**src/inc/llc_ss_regs.svh**
```systemverilog
// Register offsets, field positions, reset values and timing counts of the sequencer.
`ifndef LLC_SS_REGS_SVH
`define LLC_SS_REGS_SVH
// Word indices on the Avalon-MM slave; byte address is four times the index.
`define REG_CTRL 3'h0
`define REG_STATE 3'h1
`define REG_DEADTIME 3'h2
`define REG_IRQ_STATUS 3'h3
`define REG_IRQ_MASK 3'h4
// Control bits.
`define CTRL_RUN_BIT 0
`define CTRL_PWM_ALLOW_BIT 1
`define CTRL_RESET 32'h0000_0003
// Event bits, shared by the status and mask registers.
`define EV_OVERLOAD 0
`define EV_SHORT 1
`define EV_RECOVER 2
`define EV_DT_DONE 3
`define EV_WIDTH 4
`define IRQ_MASK_RESET 4'h0
// Timing: clock period, measurement tick and dead-time limits in ns, then the limits in steps and the divider shifts.
`define CLK_PERIOD_NS 40
`define DT_TICK_NS 25
`define DT_MIN_NS 75
`define DT_MAX_NS 375
`define DT_MIN_STEPS (`DT_MIN_NS / `DT_TICK_NS)
`define DT_MAX_STEPS (`DT_MAX_NS / `DT_TICK_NS)
`define RECT_DIV_SHIFT 6
`define PRIM_DIV_SHIFT 5
// Restart cycles: the first one plus three more.
`define RESTART_EXTRA 3
`endif

```
**src/inc/llc_ss_pkg.sv**
```systemverilog
// Types shared by the soft-start, protection and dead-time sequencer.
package llc_ss_pkg;
    // Digital images of the analog comparators.
    typedef struct packed {
        logic bias_5v_ok;
        logic comp_sat_high;
        logic comp_below_pwm;
        logic fb_short;
        logic ss_ge_2v4;
        logic ss_ge_3v6;
        logic ss_ge_4v7;
        logic ss_le_0v1;
        logic dtn_ge_1v0;
        logic dtn_ge_1v4;
        logic dtn_ge_3v0;
    } sense_s;
    // Soft-start node drive controls.
    typedef struct packed {
        logic startup_source;
        logic charge_up_source;
        logic discharge_source;
        logic clamp;
    } ss_drive_s;
    typedef enum logic [2:0] {
        SS_IDLE, SS_START, SS_RUN, SS_OVERLOAD, SS_RST_CHARGE, SS_RST_DISCHARGE
    } ss_state_e;
    typedef enum logic [2:0] {
        DT_WAIT_BIAS, DT_PRE_RISE, DT_PRE_FALL, DT_RISE, DT_FALL, DT_DONE
    } dt_state_e;
endpackage

```
**src/verilog/llc_softstart_protect_deadtime.sv**
```systemverilog
// Soft-start, overload and short protection with auto-restart, and dead-time programming.
//
// Register access over Avalon-MM and the address map are this design's own decisions.
`timescale 1ns/1ps
`include "llc_ss_regs.svh"

// How it works
// - In steady run the soft-start node is clamped at 2.4 V and is the reference.
// - At power-up the startup source charges the soft-start node monotonically.
// - Saturated compensation releases the clamp and charges the node slowly upward.
// - Overload shutdown trips when the released node reaches 3.6 V.
// - Protections never latch; any trip drops the clamp and starts restart.
// - Restart charges the node to 4.7 V, then discharges it to 0.1 V.
// - Three more charge and discharge cycles follow the first before recovery.
// - Output short trips at once when feedback falls 1.2 V below reference.
// - After 5 V bias, node rises to 1.4 V, then discharges to 1 V.
// - Rise time 1 V to 3 V over 64 sets the rectifier dead time.
// - Fall time 3 V to 1 V over 32 sets the primary dead time.
// - After falling to 1 V the discharge source turns off; node charges to 5 V.
// - Intervals are counted in 40 MHz ticks, giving 25 ns steps.
// - Each dead time is limited between 75 ns and 375 ns.
// - In pulse-width mode the applied dead times are doubled.
// - Compensation below the mode threshold enters pulse-width mode and clamps it.
module llc_softstart_protect_deadtime #(
    parameter int TICK_W = 16
) (
    input wire logic i_clk,
    input wire logic i_nrst,
    input wire llc_ss_pkg::sense_s i_sense,
    output llc_ss_pkg::ss_drive_s o_ss_drive,
    output logic o_deadtime_discharge_source,
    output logic o_switch_en,
    output logic o_pwm_mode,
    output logic o_comp_clamp,
    output logic o_overload_shutdown,
    output logic o_output_short_trip,
    output logic [4:0] o_rect_deadtime,
    output logic [4:0] o_prim_deadtime,
    output logic o_deadtime_valid,
    input wire logic [2:0] i_avs_address,
    input wire logic i_avs_read,
    input wire logic i_avs_write,
    input wire logic [31:0] i_avs_writedata,
    input wire logic [3:0] i_avs_byteenable,
    output logic [31:0] o_avs_readdata,
    output logic o_avs_waitrequest,
    output logic o_irq
);
    import llc_ss_pkg::*;

    localparam logic [5:0] TICK_STEP = 6'(`DT_TICK_NS);
    localparam logic [5:0] CLK_STEP = 6'(`CLK_PERIOD_NS);
    localparam logic [3:0] MIN_STEPS = 4'(`DT_MIN_STEPS);
    localparam logic [3:0] MAX_STEPS = 4'(`DT_MAX_STEPS);
    localparam logic [1:0] RESTART_EXTRA = 2'(`RESTART_EXTRA);

    // Every comparator is asynchronous to the clock and passes two flip-flops.
    sense_s meta_reg;
    sense_s sense_reg;
    always_ff @(posedge i_clk or negedge i_nrst) begin
        if (!i_nrst) begin
            meta_reg <= '0;
            sense_reg <= '0;
        end else begin
            meta_reg <= i_sense;
            sense_reg <= meta_reg;
        end
    end

    logic [31:0] ctrl_reg;
    logic [`EV_WIDTH-1:0] irq_status_reg;
    logic [`EV_WIDTH-1:0] irq_mask_reg;
    logic [`EV_WIDTH-1:0] events;
    logic bus_ack_reg;
    logic wr_take;
    logic run_en;
    assign run_en = ctrl_reg[`CTRL_RUN_BIT];

    // Dead-time programming sequence.
    dt_state_e dt_state_reg;
    logic [TICK_W-1:0] tick_reg;
    logic [5:0] frac_reg;
    logic [TICK_W-1:0] rise_interval_reg;
    logic [TICK_W-1:0] fall_interval_reg;
    logic dt_valid_reg;
    always_ff @(posedge i_clk or negedge i_nrst) begin
        if (!i_nrst) begin
            dt_state_reg <= DT_WAIT_BIAS;
        end else begin
            unique case (dt_state_reg)
                DT_WAIT_BIAS: begin
                    if (sense_reg.bias_5v_ok) dt_state_reg <= DT_PRE_RISE;
                end
                DT_PRE_RISE: begin
                    if (sense_reg.dtn_ge_1v4) dt_state_reg <= DT_PRE_FALL;
                end
                DT_PRE_FALL: begin
                    if (!sense_reg.dtn_ge_1v0) dt_state_reg <= DT_RISE;
                end
                DT_RISE: begin
                    if (sense_reg.dtn_ge_3v0) dt_state_reg <= DT_FALL;
                end
                DT_FALL: begin
                    if (!sense_reg.dtn_ge_1v0) dt_state_reg <= DT_DONE;
                end
                DT_DONE: begin
                    dt_state_reg <= DT_DONE;
                end
            endcase
        end
    end
    // Discharge source is on only while the node is being pulled down.
    assign o_deadtime_discharge_source = (dt_state_reg == DT_PRE_FALL) ||
                                         (dt_state_reg == DT_FALL);

    // The 40 MHz tick is rebuilt from the 25 MHz clock by a ns accumulator;
    // each clock adds 40 ns, so one or two ticks pass per clock.
    logic timing;
    logic [6:0] frac_sum;
    logic two_ticks;
    logic [TICK_W-1:0] tick_sum;
    assign timing = (dt_state_reg == DT_RISE) || (dt_state_reg == DT_FALL);
    assign frac_sum = {1'b0, frac_reg} + {1'b0, CLK_STEP};
    assign two_ticks = frac_sum >= 7'({TICK_STEP, 1'b0});
    assign tick_sum = tick_reg + (two_ticks ? TICK_W'(2) : TICK_W'(1));
    always_ff @(posedge i_clk or negedge i_nrst) begin
        if (!i_nrst) begin
            tick_reg <= '0;
            frac_reg <= '0;
        end else if (!timing) begin
            tick_reg <= '0;
            frac_reg <= '0;
        end else if ((dt_state_reg == DT_RISE) && sense_reg.dtn_ge_3v0) begin
            tick_reg <= '0;
            frac_reg <= '0;
        end else begin
            // Saturate instead of wrapping so an open node reads as maximum.
            if (tick_sum > tick_reg) tick_reg <= tick_sum;
            else tick_reg <= '1;
            frac_reg <= 6'(frac_sum - (two_ticks ? 7'({TICK_STEP, 1'b0})
                                                 : 7'({1'b0, TICK_STEP})));
        end
    end

    // Intervals are captured once; nothing but reset rewrites them.
    always_ff @(posedge i_clk or negedge i_nrst) begin
        if (!i_nrst) begin
            rise_interval_reg <= '0;
            fall_interval_reg <= '0;
            dt_valid_reg <= 1'b0;
        end else begin
            if ((dt_state_reg == DT_RISE) && sense_reg.dtn_ge_3v0) begin
                rise_interval_reg <= tick_reg;
            end
            if ((dt_state_reg == DT_FALL) && !sense_reg.dtn_ge_1v0) begin
                fall_interval_reg <= tick_reg;
                dt_valid_reg <= 1'b1;
            end
        end
    end

    function automatic logic [3:0] clamp_steps(input logic [TICK_W-1:0] steps);
        if (steps < TICK_W'(MIN_STEPS)) clamp_steps = MIN_STEPS;
        else if (steps > TICK_W'(MAX_STEPS)) clamp_steps = MAX_STEPS;
        else clamp_steps = steps[3:0];
    endfunction

    logic [3:0] rect_steps;
    logic [3:0] prim_steps;
    assign rect_steps = clamp_steps(rise_interval_reg >> `RECT_DIV_SHIFT);
    assign prim_steps = clamp_steps(fall_interval_reg >> `PRIM_DIV_SHIFT);

    // Pulse-width mode follows the comparator whenever software allows it, in every sequencer state.
    logic pwm_reg;
    always_ff @(posedge i_clk or negedge i_nrst) begin
        if (!i_nrst) begin
            pwm_reg <= 1'b0;
        end else begin
            pwm_reg <= sense_reg.comp_below_pwm && ctrl_reg[`CTRL_PWM_ALLOW_BIT];
        end
    end
    assign o_pwm_mode = pwm_reg;
    assign o_comp_clamp = pwm_reg;

    always_ff @(posedge i_clk or negedge i_nrst) begin
        if (!i_nrst) begin
            o_rect_deadtime <= '0;
            o_prim_deadtime <= '0;
        end else if (pwm_reg) begin
            o_rect_deadtime <= {rect_steps, 1'b0};
            o_prim_deadtime <= {prim_steps, 1'b0};
        end else begin
            o_rect_deadtime <= {1'b0, rect_steps};
            o_prim_deadtime <= {1'b0, prim_steps};
        end
    end
    // The outputs load from the captured counts one clock after capture, so the valid
    // flag is delayed to match; otherwise a user could latch the pre-programming value.
    logic dt_out_valid_reg;
    always_ff @(posedge i_clk or negedge i_nrst) begin
        if (!i_nrst) begin
            dt_out_valid_reg <= 1'b0;
        end else begin
            dt_out_valid_reg <= dt_valid_reg;
        end
    end
    assign o_deadtime_valid = dt_out_valid_reg;

    // Soft-start and protection sequence.
    ss_state_e ss_state_reg;
    logic [1:0] restart_cnt_reg;
    logic switching;
    logic olp_trip;
    logic osp_trip;
    assign switching = (ss_state_reg == SS_START) || (ss_state_reg == SS_RUN) ||
                       (ss_state_reg == SS_OVERLOAD);
    assign olp_trip = (ss_state_reg == SS_OVERLOAD) && sense_reg.ss_ge_3v6;
    // A short wins over the overload delay and needs no timer.
    assign osp_trip = switching && sense_reg.fb_short;
    always_ff @(posedge i_clk or negedge i_nrst) begin
        if (!i_nrst) begin
            ss_state_reg <= SS_IDLE;
            restart_cnt_reg <= '0;
        end else if (osp_trip || olp_trip) begin
            ss_state_reg <= SS_RST_CHARGE;
            restart_cnt_reg <= '0;
        end else begin
            unique case (ss_state_reg)
                SS_IDLE: begin
                    if (run_en && dt_valid_reg) ss_state_reg <= SS_START;
                end
                SS_START: begin
                    if (sense_reg.ss_ge_2v4) ss_state_reg <= SS_RUN;
                end
                SS_RUN: begin
                    if (sense_reg.comp_sat_high) ss_state_reg <= SS_OVERLOAD;
                end
                SS_OVERLOAD: begin
                    // Load eased before the trip: the clamp takes the node back.
                    if (!sense_reg.comp_sat_high) ss_state_reg <= SS_RUN;
                end
                SS_RST_CHARGE: begin
                    if (sense_reg.ss_ge_4v7) ss_state_reg <= SS_RST_DISCHARGE;
                end
                SS_RST_DISCHARGE: begin
                    if (sense_reg.ss_le_0v1) begin
                        if (restart_cnt_reg == RESTART_EXTRA) begin
                            ss_state_reg <= SS_START;
                            restart_cnt_reg <= '0;
                        end else begin
                            ss_state_reg <= SS_RST_CHARGE;
                            restart_cnt_reg <= restart_cnt_reg + 2'd1;
                        end
                    end
                end
            endcase
        end
    end

    always_comb begin
        o_ss_drive = '0;
        o_ss_drive.startup_source = (ss_state_reg == SS_START);
        o_ss_drive.clamp = (ss_state_reg == SS_RUN);
        o_ss_drive.charge_up_source = (ss_state_reg == SS_OVERLOAD) ||
                                      (ss_state_reg == SS_RST_CHARGE);
        o_ss_drive.discharge_source = (ss_state_reg == SS_RST_DISCHARGE);
    end
    assign o_switch_en = switching && !osp_trip && !olp_trip;
    assign o_overload_shutdown = olp_trip;
    assign o_output_short_trip = osp_trip;

    // Avalon-MM slave: one wait state on every access.
    assign o_avs_waitrequest = (i_avs_read || i_avs_write) && !bus_ack_reg;
    assign wr_take = i_avs_write && bus_ack_reg;
    always_ff @(posedge i_clk or negedge i_nrst) begin
        if (!i_nrst) begin
            bus_ack_reg <= 1'b0;
        end else begin
            bus_ack_reg <= (i_avs_read || i_avs_write) && !bus_ack_reg;
        end
    end

    logic [31:0] rd_mux;
    always_comb begin
        rd_mux = 32'h0000_0000;
        unique case (i_avs_address)
            `REG_CTRL: rd_mux = ctrl_reg;
            `REG_STATE: rd_mux = {26'h0, restart_cnt_reg, 1'b0, ss_state_reg};
            `REG_DEADTIME: rd_mux = {15'h0, dt_out_valid_reg, 3'h0, o_prim_deadtime,
                                     3'h0, o_rect_deadtime};
            `REG_IRQ_STATUS: rd_mux = {28'h0, irq_status_reg};
            `REG_IRQ_MASK: rd_mux = {28'h0, irq_mask_reg};
            default: rd_mux = 32'h0000_0000;
        endcase
    end
    always_ff @(posedge i_clk or negedge i_nrst) begin
        if (!i_nrst) begin
            o_avs_readdata <= '0;
        end else if (i_avs_read && !bus_ack_reg) begin
            o_avs_readdata <= rd_mux;
        end
    end

    always_ff @(posedge i_clk or negedge i_nrst) begin
        if (!i_nrst) begin
            ctrl_reg <= `CTRL_RESET;
        end else if (wr_take && (i_avs_address == `REG_CTRL) && i_avs_byteenable[0]) begin
            ctrl_reg <= {30'h0, i_avs_writedata[1:0]};
        end
    end

    logic dt_done_seen;
    assign dt_done_seen = (dt_state_reg == DT_FALL) && !sense_reg.dtn_ge_1v0;
    assign events = {dt_done_seen,
                     (ss_state_reg == SS_RST_DISCHARGE) && sense_reg.ss_le_0v1 &&
                     (restart_cnt_reg == RESTART_EXTRA) && !osp_trip,
                     osp_trip, olp_trip};
    // Set beats a write-one clear that lands in the same cycle.
    always_ff @(posedge i_clk or negedge i_nrst) begin
        if (!i_nrst) begin
            irq_status_reg <= '0;
            irq_mask_reg <= `IRQ_MASK_RESET;
        end else begin
            if (wr_take && (i_avs_address == `REG_IRQ_STATUS) && i_avs_byteenable[0]) begin
                irq_status_reg <= (irq_status_reg & ~i_avs_writedata[`EV_WIDTH-1:0]) | events;
            end else begin
                irq_status_reg <= irq_status_reg | events;
            end
            if (wr_take && (i_avs_address == `REG_IRQ_MASK) && i_avs_byteenable[0]) begin
                irq_mask_reg <= i_avs_writedata[`EV_WIDTH-1:0];
            end
        end
    end
    assign o_irq = |(irq_status_reg & irq_mask_reg);

    // Checks on the sequencing.
    clamp_in_run_a: assert property (@(posedge i_clk) disable iff (!i_nrst)
        o_ss_drive.clamp |-> (ss_state_reg == SS_RUN) && !o_ss_drive.charge_up_source)
        else $error("clamp active outside run");
    startup_src_a: assert property (@(posedge i_clk) disable iff (!i_nrst)
        (ss_state_reg == SS_START) && !sense_reg.ss_ge_2v4 && !sense_reg.fb_short
        |=> o_ss_drive.startup_source)
        else $error("startup source dropped before 2.4 V");
    overload_release_a: assert property (@(posedge i_clk) disable iff (!i_nrst)
        (ss_state_reg == SS_RUN) && sense_reg.comp_sat_high && !sense_reg.fb_short
        |=> !o_ss_drive.clamp && o_ss_drive.charge_up_source)
        else $error("overload did not release clamp");
    olp_trip_a: assert property (@(posedge i_clk) disable iff (!i_nrst)
        o_overload_shutdown |=> (ss_state_reg == SS_RST_CHARGE) && !o_switch_en)
        else $error("overload trip did not start restart");
    short_trip_a: assert property (@(posedge i_clk) disable iff (!i_nrst)
        switching && sense_reg.fb_short |-> o_output_short_trip && !o_switch_en
        ##1 (ss_state_reg == SS_RST_CHARGE))
        else $error("short not tripped at once");
    restart_order_a: assert property (@(posedge i_clk) disable iff (!i_nrst)
        (ss_state_reg == SS_RST_CHARGE) && sense_reg.ss_ge_4v7
        |=> o_ss_drive.discharge_source && !o_ss_drive.clamp)
        else $error("restart charge did not turn to discharge");
    restart_count_a: assert property (@(posedge i_clk) disable iff (!i_nrst)
        $rose(ss_state_reg == SS_START) && $past(ss_state_reg) == SS_RST_DISCHARGE
        |-> $past(restart_cnt_reg) == RESTART_EXTRA)
        else $error("recovery before four restart cycles");
    dt_src_a: assert property (@(posedge i_clk) disable iff (!i_nrst)
        (dt_state_reg == DT_DONE) |-> !o_deadtime_discharge_source)
        else $error("discharge source on after programming");
    dt_hold_a: assert property (@(posedge i_clk) disable iff (!i_nrst)
        dt_valid_reg ##1 dt_valid_reg |-> $stable(rise_interval_reg) && $stable(fall_interval_reg))
        else $error("dead-time counts changed after capture");
    dt_range_a: assert property (@(posedge i_clk) disable iff (!i_nrst)
        dt_valid_reg |-> rect_steps >= MIN_STEPS && rect_steps <= MAX_STEPS &&
                         prim_steps >= MIN_STEPS && prim_steps <= MAX_STEPS)
        else $error("dead time outside limits");
    pwm_double_a: assert property (@(posedge i_clk) disable iff (!i_nrst)
        pwm_reg && $stable(pwm_reg) && dt_valid_reg ##1 pwm_reg
        |-> o_prim_deadtime == {prim_steps, 1'b0})
        else $error("dead time not doubled in pulse-width mode");
    tick_rate_a: assert property (@(posedge i_clk) disable iff (!i_nrst)
        (dt_state_reg == DT_RISE) && !sense_reg.dtn_ge_3v0 && (tick_reg < TICK_W'(100))
        |=> (tick_reg - $past(tick_reg)) inside {TICK_W'(1), TICK_W'(2)})
        else $error("tick count off rate");

    dt_done_c: cover property (@(posedge i_clk) disable iff (!i_nrst) $rose(dt_valid_reg));
    olp_c: cover property (@(posedge i_clk) disable iff (!i_nrst) o_overload_shutdown);
    osp_c: cover property (@(posedge i_clk) disable iff (!i_nrst) o_output_short_trip);
    recover_c: cover property (@(posedge i_clk) disable iff (!i_nrst)
        events[`EV_RECOVER]);
endmodule // llc_softstart_protect_deadtime

```
**config.mk**
```make
export PLATFORM = sky130hd
export DESIGN_NAME = llc_softstart_protect_deadtime
export DESIGN_NICKNAME = d
export VERILOG_FILES = /design/src/inc/llc_ss_pkg.sv /design/src/verilog/llc_softstart_protect_deadtime.sv
export VERILOG_INCLUDE_DIRS = /design/src /design/src/inc
export SDC_FILE = /design/constraint.sdc
export NUM_CORES = 1
export LEC_CHECK = 0
export ABC_AREA = 0
export BUFFER_PORTS_ARGS = -buffer_cell sky130_fd_sc_hd__buf_4
export CORE_ASPECT_RATIO = 2
export CORE_MARGIN = 3
export CORE_UTILIZATION = 45
export DETAILED_ROUTE_END_ITERATION = 8
export GPL_TIMING_DRIVEN = 0
export PLACE_DENSITY = 0.68
export SYNTH_ARGS = -nofsm -noshare
export SYNTH_HDL_FRONTEND = slang
export SYNTH_SLANG_ARGS = --single-unit
```
**constraint.sdc**
```tcl
create_clock -name i_clk -period 8.9 [get_ports i_clk]
set_clock_uncertainty 0.1 [all_clocks]
set_input_delay 1.78 -clock i_clk [delete_from_list [all_inputs] [get_ports i_clk]]
set_output_delay 1.78 -clock i_clk [all_outputs]
set_load 0.005 [all_outputs]
```
==> run_results.csv <==
group,metric,value,unit
run_status,status,"finished, final reports clean",
clocking,cts.sinks,109,
placement,place_ws,3.59,ns
routing,viasPerCell,5.29,
synth,synth-async-reset-ratio,100,%
placement,dp.final_hpwl,9090,um
clocking,htreeDepth,3,
final_layout,num-fill-cells,1041,
critical_path,worstPathArrival,5.45,ns
floorplan,die_h,159,um
synth,postSynthCellCount,483,
timing,worst_pin_slew,0.877,ns
critical_path,r2r-start,"frac_reg[3]$_DFF_PN0_",
pwr,vdd_drop_max,0.131,mV
clocking,clk-insertion-delay-late,0.35,ns
pwr,p_per_area,291,mW/mm2
run,max-cap-violations,0,
synth,synth_area_leaders,"dfrtp_1 51%, mux2_2 5.6%, ha_1 4.0%",
timing,rsz0062_at_grt,"false",
critical_path,path_cells,"inv_1 > ha_1 > or4_1 > o21ai_0 > a211oi_1 > ha_1 > inv_1 > fa_1 > nor2_1 > and3_1 > ha_1 > xnor2_1 > or3_2 > nor3_1 > o31ai_4 > a31oi_4 > buf_6 > o21ai_2",
timing,post-route-period-util,59.8,%
routing,first_pass_iters,4,
global_routing,grt_pass1_wl,19000,um
synth,yosysTopAreaCell,"dfrtp_1",
synth,ys_ff_latch,109,
critical_path,r2r_cells,18,
synth,synth-xor-area-share,3.33,%
critical_path,r2r-end,"tick_reg[13]$_DFF_PN0_",
placement,port_buffers,56,
critical_path,crit_buf_inv,3,
final_layout,drive_above_1_share,26.1,%
pwr,leakage,3.00,nW
clocking,clk_pin_slew,0.08,ns
critical_path,worst-path-stages,18,
critical_path,worst_path_largest_cell_delay,0.72,ns
global_routing,grt_pass1_vias,3954,
critical_path,reg2reg_slack,3.57,ns
routing,drc,0,
timing,setup_viol,0,
routing,dr_total_vias,3791,
pwr,finalPower,0.00182,W
critical_path,cp-end-kind,"flop",
critical_path,start_kind,"flop",
routing,detail-route-antenna-nets,0,
floorplan,fp-row-count,55,
placement,globalplace.congestion,0.923,
critical_path,critical_path_class,"flop to flop",
synth,ys_warn_count,0,
final_layout,syn_to_final_growth,19.2,%
critical_path,cpLargestDelayFamily,"simple AND/OR/NAND/NOR gates",
synth,synth_edf_count,0,
floorplan,io_pins,109,
critical_path,startpoint,"frac_reg[3]$_DFF_PN0_",
critical_path,critPathCapture,"tick_reg[13]$_DFF_PN0_",
timing,slew_violations,0,
synth,syn_area,0.00526,mm2
floorplan,die_area,0.0131,mm2
synth,synth_simple_gate_area_share,13.0,%
synth,synth_cell_types,64,
synth,synth_fa_ha_area_share,4.81,%
synth,yosys_most_used_dff,"dfrtp_1",
global_routing,grt.overflow.total,0,
synth,yosysSeqAreaShare,51.9,%
final_layout,final_cell_mix,"107 x dfrtp_1, 78 x buf_4, 44 x nand2_1, 35 x nor2_1, 27 x inv_1",
synth,synth_top_family_by_area,"compound AO/OA/AOI/OAI gates",
timing,slew_headroom,41.0,%
clocking,post_cts_resized,0,
timing,clock.fmax,188,MHz
hold_path,hold_path_class,"flop to flop",
timing,period_minus_slack,5.33,ns
floorplan,core,0.0114,mm2
final_layout,final_common_cell,"dfrtp_1",
final_layout,fin_area,0.00626,mm2
clocking,cts_tree,"yes",
critical_path,slowest_stage,"a211oi_1",
timing,fin_tns_setup,0,ns
clocking,hold_buffers,0,
routing,drt_iter0_markers,221,
synth,synth_compound_area_share,13.8,%
synth,muxShareOfSynthArea,6.33,%
clocking,cts_buffer_depth,2,
clocking,clockRootBuffer,"clkbuf_16",
global_routing,grt_max_degree,110,
timing,hold_violations,0,
clocking,cts_setup_buffers,0,
critical_path,path_max_fanout,10,
routing,routed_wl,11900,um
final_layout,largest_reg_flops,16,
floorplan,start_util,46.3,%
synth,synth_area_per_cell,10.9,um2
timing,layout_setup_ws,3.57,ns
final_layout,n_antenna_cell,0,
critical_path,crit_required,9.02,ns
final_layout,nets,643,
placement,placed_cell_area,0.00593,mm2
global_routing,grt_antenna_before_repair,0,
critical_path,timing.critical_path.mode_cell,"ha_1",
synth,synth_top_area_share,50.9,%
routing,wire_per_inst,16.5,um
clocking,numCtsBuffers,9,
global_routing,grt_usage,18.9,%
floorplan,die_x,82.4,um
[where the power goes]
part	leakage (nW)	total (W)	switching, W	internal, W
sequential	1.38	0.000735	0.000107	0.000628
combinational	1.47	0.000676	0.000358	0.000318
clock	0.152	0.000414	0.000189	0.000225
[cells in the mapped netlist, types with 3 or more instances]
| cell | instances |
|---|---|
| a21oi_1 | 9 |
| clkbuf_1 | 12 |
| o21ai_2 | 10 |
| nand3_1 | 7 |
| a21o_1 | 4 |
| nand2_1 | 44 |
| o21a_1 | 3 |
| and2_1 | 5 |
| nor3_1 | 9 |
| ha_1 | 17 |
| xnor2_1 | 15 |
| nor2b_1 | 5 |
| nand2b_1 | 5 |
| a31oi_1 | 4 |
| o21ai_1 | 6 |
| o21ai_0 | 21 |
| a211oi_1 | 7 |
| mux2i_1 | 4 |
| mux2_2 | 26 |
| inv_1 | 27 |
| xor2_1 | 5 |
| and3_1 | 7 |
| a22oi_1 | 7 |
| nor2_1 | 35 |
| dfrtp_1 | 107 |
| or4_1 | 4 |
| buf_4 | 23 |
| o22a_1 | 3 |
| a22o_1 | 6 |
[routing by layer]
layer	up-vias	GRT usage, %	wire length, um
met3	42	2.55	440
met4	0	12.0	702
met2	104	34.8	6690
li1	1818	-	-
met1	1827	18.4	4010
met5	-	0	0
[worst min path at each step]
stage	from	end	slack (ns)	cells past startpoint
after global placement	meta_reg[1]$_DFF_PN0_	sense_reg[1]$_DFF_PN0_	0.23	0
after floorplan	meta_reg[0]$_DFF_PN0_	sense_reg[0]$_DFF_PN0_	0.23	0
after CTS	meta_reg[7]$_DFF_PN0_	sense_reg[7]$_DFF_PN0_	0.25	0
after detailed placement	meta_reg[2]$_DFF_PN0_	sense_reg[2]$_DFF_PN0_	0.23	0
after global routing	meta_reg[3]$_DFF_PN0_	sense_reg[3]$_DFF_PN0_	0.25	0
final	meta_reg[5]$_DFF_PN0_	sense_reg[5]$_DFF_PN0_	0.24	0
[layout make-up]
class / count / area (um2) / area share (%)
buffer: 39 / 250 / 3.99
clock buffer: 10 / 229 / 3.65
clock inverter: 6 / 78.8 / 1.26
inverter: 28 / 105 / 1.68
multi-input combinational: 326 / 2240 / 35.8
sequential: 109 / 2730 / 43.6
tap: 142 / 178 / 2.84
timing repair buffer: 57 / 452 / 7.21
[cell families after synthesis]
| family | Yosys count |
|---|---|
| multiplexers | 30 |
| XOR/XNOR | 20 |
| AO/OA/AOI/OAI | 99 |
| AND/OR/NAND/NOR | 138 |
| flip-flops | 109 |
| adder cells (fa/ha/maj) | 19 |
| other | 1 |
| buffers and inverters | 67 |
[metrics by stage]
stage,utilization [%],hold WS [ns],instances
after floorplan,-,0.231,502
after global placement,52.2,0.233,700
after detailed placement,52.2,0.235,700
after CTS,54.9,0.246,716
after global routing,55.2,0.251,717
final,55.2,0.241,717
Note: power is estimated with default switching activity, not from simulation.
